<file path="src/core/host_uart_pkg.sv">
package host_uart_pkg;
  localparam int unsigned CLK_HZ = 20_000_000;
  localparam int unsigned BAUD_HZ = 115_200;
  localparam int unsigned BIT_CYCLES = CLK_HZ / BAUD_HZ;
  localparam int unsigned HALF_CYCLES = BIT_CYCLES / 2;
  localparam int unsigned DATA_BITS = 8;
  localparam int unsigned CNT_W = 16;
  localparam logic [CNT_W-1:0] BIT_CNT = CNT_W'(BIT_CYCLES - 1);
  localparam logic [CNT_W-1:0] HALF_CNT = CNT_W'(HALF_CYCLES - 1);
  localparam logic [3:0] LAST_BIT = 4'h7;
  localparam logic LINE_IDLE = 1'b1;
  localparam logic FLOW_STOP = 1'b1;
  localparam logic FLOW_GO = 1'b0;
  typedef enum logic [1:0] {S_IDLE, S_START, S_DATA, S_STOP} uart_state_t;
endpackage

</file>
<file path="src/core/host_uart_if.sv">
`timescale 1ns/1ns
interface host_uart_if;
  logic host_tx_line;
  logic host_rx_line;
  logic host_clear_to_send_n;
  logic host_ready_to_send_n;
  modport device (
    output host_tx_line,
    input host_rx_line,
    input host_clear_to_send_n,
    output host_ready_to_send_n
  );
  modport host (
    input host_tx_line,
    output host_rx_line,
    output host_clear_to_send_n,
    input host_ready_to_send_n
  );
endinterface

</file>
<file path="src/core/host_uart_device.sv">
// Contract
// - Device sends async characters on tx line
// - Host sends characters; device recovers without clock
// - Clear-to-send only heeded with flow control
// - Clear-to-send low lets device transmit
// - Clear-to-send high blocks new character starts
// - Sample clear-to-send at frame start only
// - Ready-to-send meaningful only with flow control
// - Ready-to-send low means device accepts data
// - Ready-to-send high means receiver busy
`timescale 1ns/1ns
module host_uart_device
  import host_uart_pkg::*;
(
  // Clock and reset
  input wire logic i_clk,
  input wire logic i_rst_n,
  // Control
  input wire logic i_flow_en,
  // Transmit data
  input wire logic i_tx_valid,
  input wire logic [7:0] i_tx_data,
  output logic o_tx_ready,
  // Receive data
  output logic o_rx_valid,
  output logic [7:0] o_rx_data,
  input wire logic i_rx_ready,
  // Serial side
  host_uart_if.device link
);
  import host_uart_pkg::*;

  // Pin synchronisers
  logic rx_s1_ff, rx_s2_ff, cts_s1_ff, cts_s2_ff;
  always_ff @(posedge i_clk or negedge i_rst_n) begin
    if (!i_rst_n) begin
      rx_s1_ff <= LINE_IDLE;
      rx_s2_ff <= LINE_IDLE;
      cts_s1_ff <= FLOW_STOP;
      cts_s2_ff <= FLOW_STOP;
    end else begin
      rx_s1_ff <= link.host_rx_line;
      rx_s2_ff <= rx_s1_ff;
      cts_s1_ff <= link.host_clear_to_send_n;
      cts_s2_ff <= cts_s1_ff;
    end
  end

  // Transmitter
  uart_state_t tx_st_ff, nxt_tx_st;
  logic [CNT_W-1:0] tx_cnt_ff, nxt_tx_cnt;
  logic [3:0] tx_bit_ff, nxt_tx_bit;
  logic [7:0] tx_sh_ff, nxt_tx_sh;
  logic tx_line_ff, nxt_tx_line;
  logic tx_rdy_ff, nxt_tx_rdy;
  logic tx_go;

  always_comb begin
    // Ready carries the flow state, so a take never disagrees with it
    tx_go = !i_flow_en || (cts_s2_ff == FLOW_GO);
    nxt_tx_st = tx_st_ff;
    nxt_tx_cnt = tx_cnt_ff;
    nxt_tx_bit = tx_bit_ff;
    nxt_tx_sh = tx_sh_ff;
    nxt_tx_line = tx_line_ff;
    nxt_tx_rdy = tx_rdy_ff;
    unique case (tx_st_ff)
      S_IDLE: begin
        nxt_tx_line = LINE_IDLE;
        nxt_tx_rdy = tx_go;
        if (tx_rdy_ff && i_tx_valid) begin
          nxt_tx_sh = i_tx_data;
          nxt_tx_st = S_START;
          nxt_tx_cnt = BIT_CNT;
          nxt_tx_line = 1'b0;
          nxt_tx_rdy = 1'b0;
        end
      end
      S_START, S_DATA, S_STOP: begin
        // Mid-frame the clear-to-send input is ignored
        if (tx_cnt_ff != '0) begin
          nxt_tx_cnt = tx_cnt_ff - 1'b1;
        end else begin
          nxt_tx_cnt = BIT_CNT;
          if (tx_st_ff == S_START) begin
            nxt_tx_st = S_DATA;
            nxt_tx_bit = '0;
            nxt_tx_line = tx_sh_ff[0];
            nxt_tx_sh = {1'b0, tx_sh_ff[7:1]};
          end else if (tx_st_ff == S_DATA) begin
            if (tx_bit_ff == LAST_BIT) begin
              nxt_tx_st = S_STOP;
              nxt_tx_line = LINE_IDLE;
            end else begin
              nxt_tx_bit = tx_bit_ff + 1'b1;
              nxt_tx_line = tx_sh_ff[0];
              nxt_tx_sh = {1'b0, tx_sh_ff[7:1]};
            end
          end else begin
            nxt_tx_st = S_IDLE;
          end
        end
      end
    endcase
  end

  always_ff @(posedge i_clk or negedge i_rst_n) begin
    if (!i_rst_n) begin
      tx_st_ff <= S_IDLE;
      tx_cnt_ff <= '0;
      tx_bit_ff <= '0;
      tx_sh_ff <= '0;
      tx_line_ff <= LINE_IDLE;
      tx_rdy_ff <= 1'b0;
    end else begin
      tx_st_ff <= nxt_tx_st;
      tx_cnt_ff <= nxt_tx_cnt;
      tx_bit_ff <= nxt_tx_bit;
      tx_sh_ff <= nxt_tx_sh;
      tx_line_ff <= nxt_tx_line;
      tx_rdy_ff <= nxt_tx_rdy;
    end
  end

  // Receiver with one-word holding register
  uart_state_t rx_st_ff, nxt_rx_st;
  logic [CNT_W-1:0] rx_cnt_ff, nxt_rx_cnt;
  logic [3:0] rx_bit_ff, nxt_rx_bit;
  logic [7:0] rx_sh_ff, nxt_rx_sh;
  logic [7:0] rx_data_ff, nxt_rx_data;
  logic rx_vld_ff, nxt_rx_vld;
  logic rts_ff, nxt_rts;

  always_comb begin
    nxt_rx_st = rx_st_ff;
    nxt_rx_cnt = rx_cnt_ff;
    nxt_rx_bit = rx_bit_ff;
    nxt_rx_sh = rx_sh_ff;
    nxt_rx_data = rx_data_ff;
    nxt_rx_vld = rx_vld_ff;
    if (rx_vld_ff && i_rx_ready) begin
      nxt_rx_vld = 1'b0;
    end
    unique case (rx_st_ff)
      S_IDLE: begin
        if (!rx_s2_ff) begin
          nxt_rx_st = S_START;
          nxt_rx_cnt = HALF_CNT;
        end
      end
      S_START: begin
        if (rx_cnt_ff != '0) begin
          nxt_rx_cnt = rx_cnt_ff - 1'b1;
        end else if (rx_s2_ff) begin
          nxt_rx_st = S_IDLE; // Glitch, not a start bit
        end else begin
          nxt_rx_st = S_DATA;
          nxt_rx_cnt = BIT_CNT;
          nxt_rx_bit = '0;
        end
      end
      S_DATA: begin
        if (rx_cnt_ff != '0) begin
          nxt_rx_cnt = rx_cnt_ff - 1'b1;
        end else begin
          nxt_rx_cnt = BIT_CNT;
          nxt_rx_sh = {rx_s2_ff, rx_sh_ff[7:1]};
          if (rx_bit_ff == LAST_BIT) begin
            nxt_rx_st = S_STOP;
          end else begin
            nxt_rx_bit = rx_bit_ff + 1'b1;
          end
        end
      end
      S_STOP: begin
        if (rx_cnt_ff != '0) begin
          nxt_rx_cnt = rx_cnt_ff - 1'b1;
        end else begin
          nxt_rx_st = S_IDLE;
          // Bad stop bit drops the character; overrun overwrites
          if (rx_s2_ff) begin
            nxt_rx_data = rx_sh_ff;
            nxt_rx_vld = 1'b1;
          end
        end
      end
    endcase
    // Busy as soon as the holding word is full; the shifter is the spare
    nxt_rts = FLOW_GO;
    if (i_flow_en && nxt_rx_vld) begin
      nxt_rts = FLOW_STOP;
    end
  end

  always_ff @(posedge i_clk or negedge i_rst_n) begin
    if (!i_rst_n) begin
      rx_st_ff <= S_IDLE;
      rx_cnt_ff <= '0;
      rx_bit_ff <= '0;
      rx_sh_ff <= '0;
      rx_data_ff <= '0;
      rx_vld_ff <= 1'b0;
      rts_ff <= FLOW_STOP;
    end else begin
      rx_st_ff <= nxt_rx_st;
      rx_cnt_ff <= nxt_rx_cnt;
      rx_bit_ff <= nxt_rx_bit;
      rx_sh_ff <= nxt_rx_sh;
      rx_data_ff <= nxt_rx_data;
      rx_vld_ff <= nxt_rx_vld;
      rts_ff <= nxt_rts;
    end
  end

  assign link.host_tx_line = tx_line_ff;
  assign link.host_ready_to_send_n = rts_ff;
  assign o_tx_ready = tx_rdy_ff;
  assign o_rx_valid = rx_vld_ff;
  assign o_rx_data = rx_data_ff;
endmodule

</file>
<file path="src/flat_wrapper.sv">
// flat-port wrapper written by rule: the top's interface ports become plain ports
module host_uart_device_flat import host_uart_pkg::*;
  (i_clk, i_rst_n, i_flow_en, i_tx_valid, i_tx_data, o_tx_ready, o_rx_valid, o_rx_data, i_rx_ready, link_host_tx_line, link_host_rx_line, link_host_clear_to_send_n, link_host_ready_to_send_n);
  host_uart_if link_i ();
  input wire logic i_clk;
  input wire logic i_rst_n;
  input wire logic i_flow_en;
  input wire logic i_tx_valid;
  input wire logic [7:0] i_tx_data;
  output logic o_tx_ready;
  output logic o_rx_valid;
  output logic [7:0] o_rx_data;
  input wire logic i_rx_ready;
  output wire logic [$bits(link_i.host_tx_line)-1:0] link_host_tx_line;
  input wire logic [$bits(link_i.host_rx_line)-1:0] link_host_rx_line;
  input wire logic [$bits(link_i.host_clear_to_send_n)-1:0] link_host_clear_to_send_n;
  output wire logic [$bits(link_i.host_ready_to_send_n)-1:0] link_host_ready_to_send_n;
  assign link_host_tx_line = link_i.host_tx_line;
  assign link_i.host_rx_line = link_host_rx_line;
  assign link_i.host_clear_to_send_n = link_host_clear_to_send_n;
  assign link_host_ready_to_send_n = link_i.host_ready_to_send_n;
  host_uart_device u_core (.i_clk(i_clk), .i_rst_n(i_rst_n), .i_flow_en(i_flow_en), .i_tx_valid(i_tx_valid), .i_tx_data(i_tx_data), .o_tx_ready(o_tx_ready), .o_rx_valid(o_rx_valid), .o_rx_data(o_rx_data), .i_rx_ready(i_rx_ready), .link(link_i));
endmodule
</file>
<file path="config.mk">
export PLATFORM = sky130hd
export DESIGN_NAME = host_uart_device_flat
export DESIGN_NICKNAME = d
export VERILOG_FILES = /design/src/core/host_uart_pkg.sv /design/src/core/host_uart_if.sv /design/src/core/host_uart_device.sv /design/src/flat_wrapper.sv
export SDC_FILE = /design/constraint.sdc
export NUM_CORES = 1
export LEC_CHECK = 0
export BUFFER_PORTS_ARGS = -buffer_cell sky130_fd_sc_hd__buf_2
export CORE_MARGIN = 3
export CORE_UTILIZATION = 54
export DETAILED_ROUTE_END_ITERATION = 10
export PLACE_DENSITY = 0.75
export SETUP_SLACK_MARGIN = 0.1
export SKIP_LAST_GASP = 1
export SYNTH_ARGS = -nofsm -noshare
export SYNTH_HDL_FRONTEND = slang
export SYNTH_SLANG_ARGS = --single-unit
</file>
<file path="constraint.sdc">
create_clock -name i_clk -period 2.3 [get_ports i_clk]
set_input_delay 0.115 -clock i_clk [delete_from_list [all_inputs] [get_ports i_clk]]
set_output_delay 0.115 -clock i_clk [all_outputs]
set_load 0.01 [all_outputs]
</file>
==> summary by stage <==
Synth
The number of nets in the synthesized netlist is approximately 400. The mean instance size in the synthesized netlist is about 11 µm². After technology mapping, the gate count stands at 378. The share of synthesized area occupied by flip-flops and latches is between 40% and 50%. The top cell type's share of synthesized area is between 40% and 50%.

For this run, asynchronously set or reset flops after synthesis account for 100%. The synthesized flop and latch total is 76. The largest area contributor in the synthesized netlist is dfrtp_1. The distinct cell type count of the synthesized netlist is approximately 70.

The number of synthesized flops with an enable pin is 0. During synthesis, Yosys emitted a total of 0 warnings. The cell area after synthesis is 3990 µm². For this run, the leading register cell type out of synthesis is dfrtp_1. After synthesis, the cell types taking the most area are dfrtp_1 (44%), mux2_2 (4.8%), ha_1 (4.7%), mux2_1 (4.2%), dfstp_2 (4.0%).

Route
For this block, the via count after detailed routing is 3,146. The number of detailed-routing iterations run before antenna repair is 4. In the routed layout, each cell is associated on average with a via count of between 5 and 6. After detailed routing, the number of remaining DRC violations is 0.

Summed over all layers, the routed wires come to 8.83 mm. The number of nets with antenna violations after detailed routing is 0. The routed wire length per instance is 16.2 µm. The detailed router's first-iteration violation count is 174.

Timing
The worst hold margin is 0.0261 ns. The relative slew slack is between 30% and 40%. The post-route minimum period is around 2.2 ns. The transition time at the pin with the least slew margin is 0.941 ns. The peak clock frequency supported by timing is 0.446 GHz. The number of endpoints with negative hold slack in the final report was 0. The final setup violation count is 0.

The worst path uses between 90% and 100% of the clock period. In the post-route analysis, the smallest setup slack over all paths is roughly 0.058 ns. The final max-slew violation count is 0. The setup clock skew after layout is about 0.0087 ns. Setup repair after global routing could not meet its margin everywhere.

Global routing
The overall overflow remaining after global route is 0. The total routing usage reported by global routing is around 22%. The global-route wire length before repair is between 10 and 15 mm. The pin count of the biggest net entering global routing is between 70 and 80.

The number of antenna violations at the first check in global routing is 0. The number of global-route vias before repair is around 3,100.

Worst setup path
By startpoint and endpoint, the worst setup path is classified as register to register. The worst path required time is between 2 and 3 ns. The worst-case register-to-register setup slack is 0.06 ns. The worst setup path is captured at a register. The launching point of the worst reg2reg path is u_core.rx_cnt_ff[12]. For the worst setup path, the data arrival time is between 2 and 2.5 ns. Along the worst path, the maximum fanout reaches 5.

The family with the most delay on the worst path is simple AND/OR/NAND/NOR gates. The total buffers and inverters traversed by the critical path is 1. The cell with the largest stage delay on the worst path is or4_4. The capturing point of the worst reg2reg path is u_core.o_rx_data[6]. STA classifies the critical path startpoint as a register. Counting cells, the worst reg-to-reg path comes to 6. The critical path goes through or4_4, or3_4, buf_6, nor2_4, and3_4, mux2_4.

For this run, the slowest stage of the critical path takes approximately 0.54 ns.

Layout
The library cells used most frequently in the layout, excluding fill and tap cells, are dfrtp_1 (70), nor2_1 (41), buf_4 (31). The share of final-layout standard cells stronger than drive strength 1 is a little under a third. The library cell used most frequently in the layout, excluding fill and tap cells, is dfrtp_1. The area growth from synthesis to layout is 21.4%. The sequential cell area is roughly 1900 µm².

Leaving out filler cells and counting taps, the final layout contains 546. Summing all multi-input logic gate instances after layout gives between 2000 and 2500 µm². The antenna diode count is 0. Counting the fill cells in the layout gives 507. The final net count is around 480.

Clocking
The clock root buffer is clkbuf_8. The sink count of the clock tree is between 70 and 80. In this run the deepest clock path goes through 2 buffers.

The clock tree from TritonCTS is done. The later pin in the worst-skew pair is clocked with a latency of roughly 0.35 ns. The number of clock buffers added by TritonCTS is 9. The clock-pin slew on the worst setup and hold paths is around 0.080 ns. The number of levels in the clock H-tree is 3.

Pwr
For this design the ratio of total power to cell area is a little under 500 nW/µm². The worst-case IR drop observed on VDD is approximately 0.00032 V. For this design the static power due to leakage is ~2.2 nW.

Placed design
The cell count after placement is about 520. Once detailed placement completed, the half-perimeter wirelength came to 5.98 mm. Prior to clock tree synthesis, the placed netlist has a worst setup slack of 0.0147 ns. Buffers placed on the I/O ports in this run total 26. The last weighted congestion value of the routability-driven placer is approximately 0.9.

Die
The number of I/O pins is 27. The floorplan die width is 92.0 µm. Once the floorplan was initialized, standard cells occupied between 50% and 60% of the core. The floorplan step defined a die boundary enclosing 8460 µm². In this run the vertical extent of the chip is between 90 and 100 µm. The number of placement rows is 30.

After floorplanning, the core was sized to cover 6980 µm².

Min path
The worst hold path belongs to the class input pin to register. The worst hold path passes through 3 cells. The endpoint of the worst hold-timing path is u_core.tx_sh_ff[7]. The startpoint of the tightest hold check path is i_tx_data[7].

Run
Across the run, the number of max-cap violations was 0.

Status
The run finished with clean final reports.
## layout make-up
class                      instances  area share [%]
multi-input combinational        278            43.7
sequential                        76            39.4
timing repair buffer              66            9.48
clock inverter                     4           0.465
tap                               96            2.48
inverter                          14            1.08
clock buffer                      12            3.41
## flip-flops by register name, summed over array words and instances (netlist names), 2 cells and up, named ones only
| name | count |
|---|---|
| u_core.tx_st_ff | 2 |
| u_core.rx_bit_ff | 4 |
| u_core.tx_cnt_ff | 16 |
| u_core.tx_bit_ff | 4 |
| u_core.rx_cnt_ff | 16 |
| u_core.tx_sh_ff | 8 |
| u_core.rx_sh_ff | 8 |
| u_core.o_rx_data | 8 |
## repair_timing
item                       in CTS  in global routing
hold buffers                    4                  0
resized for setup               6                 30
hold endpoints to repair       73                  0
setup endpoints to repair      23                 40
gates cloned                    2                  0
buffers inserted                5                  3
pin swaps                       1                  9
## stage by stage
step | util, % | area [µm²] | total power [mW] | setup TNS [ns]
2_1_floorplan | - | 4030 | 1.37 | -0.205
3_3_place_gp | 63.1 | 4410 | 1.42 | 0
3_5_place_dp | 63.1 | 4410 | 1.42 | 0
4_1_cts | 67.6 | 4720 | 2.38 | 0
5_1_grt | 69.4 | 4840 | 2.45 | 0
6_report | 69.4 | 4840 | 2.35 | 0
## cell families (layout without fill, tap and decap cells)
family	after synthesis	in the layout	synth area share, %
AND/OR/NAND/NOR	139	140	18.0
AO/OA/AOI/OAI	78	78	14.8
flip-flops	76	76	47.9
multiplexers	32	32	9.03
buffers and inverters	25	96	2.76
adder cells (fa/ha/maj)	15	15	4.70
XOR/XNOR	13	13	2.85
## worst reg2reg max path: cells and delay by family, from the launching register on
kind | cells | cell delay (ns)
DFF | 1 | 0.38
and+or+nand+nor | 4 | 1.29
muxes | 1 | 0.31
buffers and inverters | 1 | 0.15
## worst max-delay path by stage
stage / startpoint / endpoint / slack, ns / cells past startpoint
after detailed placement: u_core.rx_cnt_ff[13] / u_core.rx_bit_ff[0] / 0.01 / 6
after CTS: u_core.rx_cnt_ff[11] / u_core.o_rx_data[4] / 0.10 / 6
final: u_core.rx_cnt_ff[12] / u_core.o_rx_data[6] / 0.06 / 6
after global routing: u_core.rx_cnt_ff[12] / u_core.o_rx_data[1] / 0.02 / 6
after global placement: u_core.rx_cnt_ff[11] / u_core.o_rx_data[4] / 0.08 / 6
after floorplan: u_core.rx_cnt_ff[11] / u_core.o_rx_data[0] / -0.03 / 8
## metal layers
metal | track usage (%) | share of wire (%) | up-vias | wire length (µm)
met5 | 0 | 0 | - | 0
met4 | 7.55 | 1.0 | 0 | 90
met3 | 5.50 | 3.3 | 8 | 295
met2 | 37.4 | 52 | 57 | 4590
met1 | 27.5 | 44 | 1574 | 3850
li1 | - | - | 1507 | -
## synthesized netlist by cell type, types with 7 or more instances
cell type and number:
a21oi_1 14, nand2_1 29, ha_1 15, nor2_1 41, nand3_1 10, dfrtp_1 70, mux2_1 15, mux2_2 17
o21ai_0 13, nor3_1 11, xor2_1 7, inv_1 14
## report_power, final
group / switching (mW) / internal (mW)
sequential: 0.00407 / 1.34
clock: 0.481 / 0.475
combinational: 0.0339 / 0.0169
total: 0.519 / 1.83
Note: power is estimated with default switching activity, not from simulation.
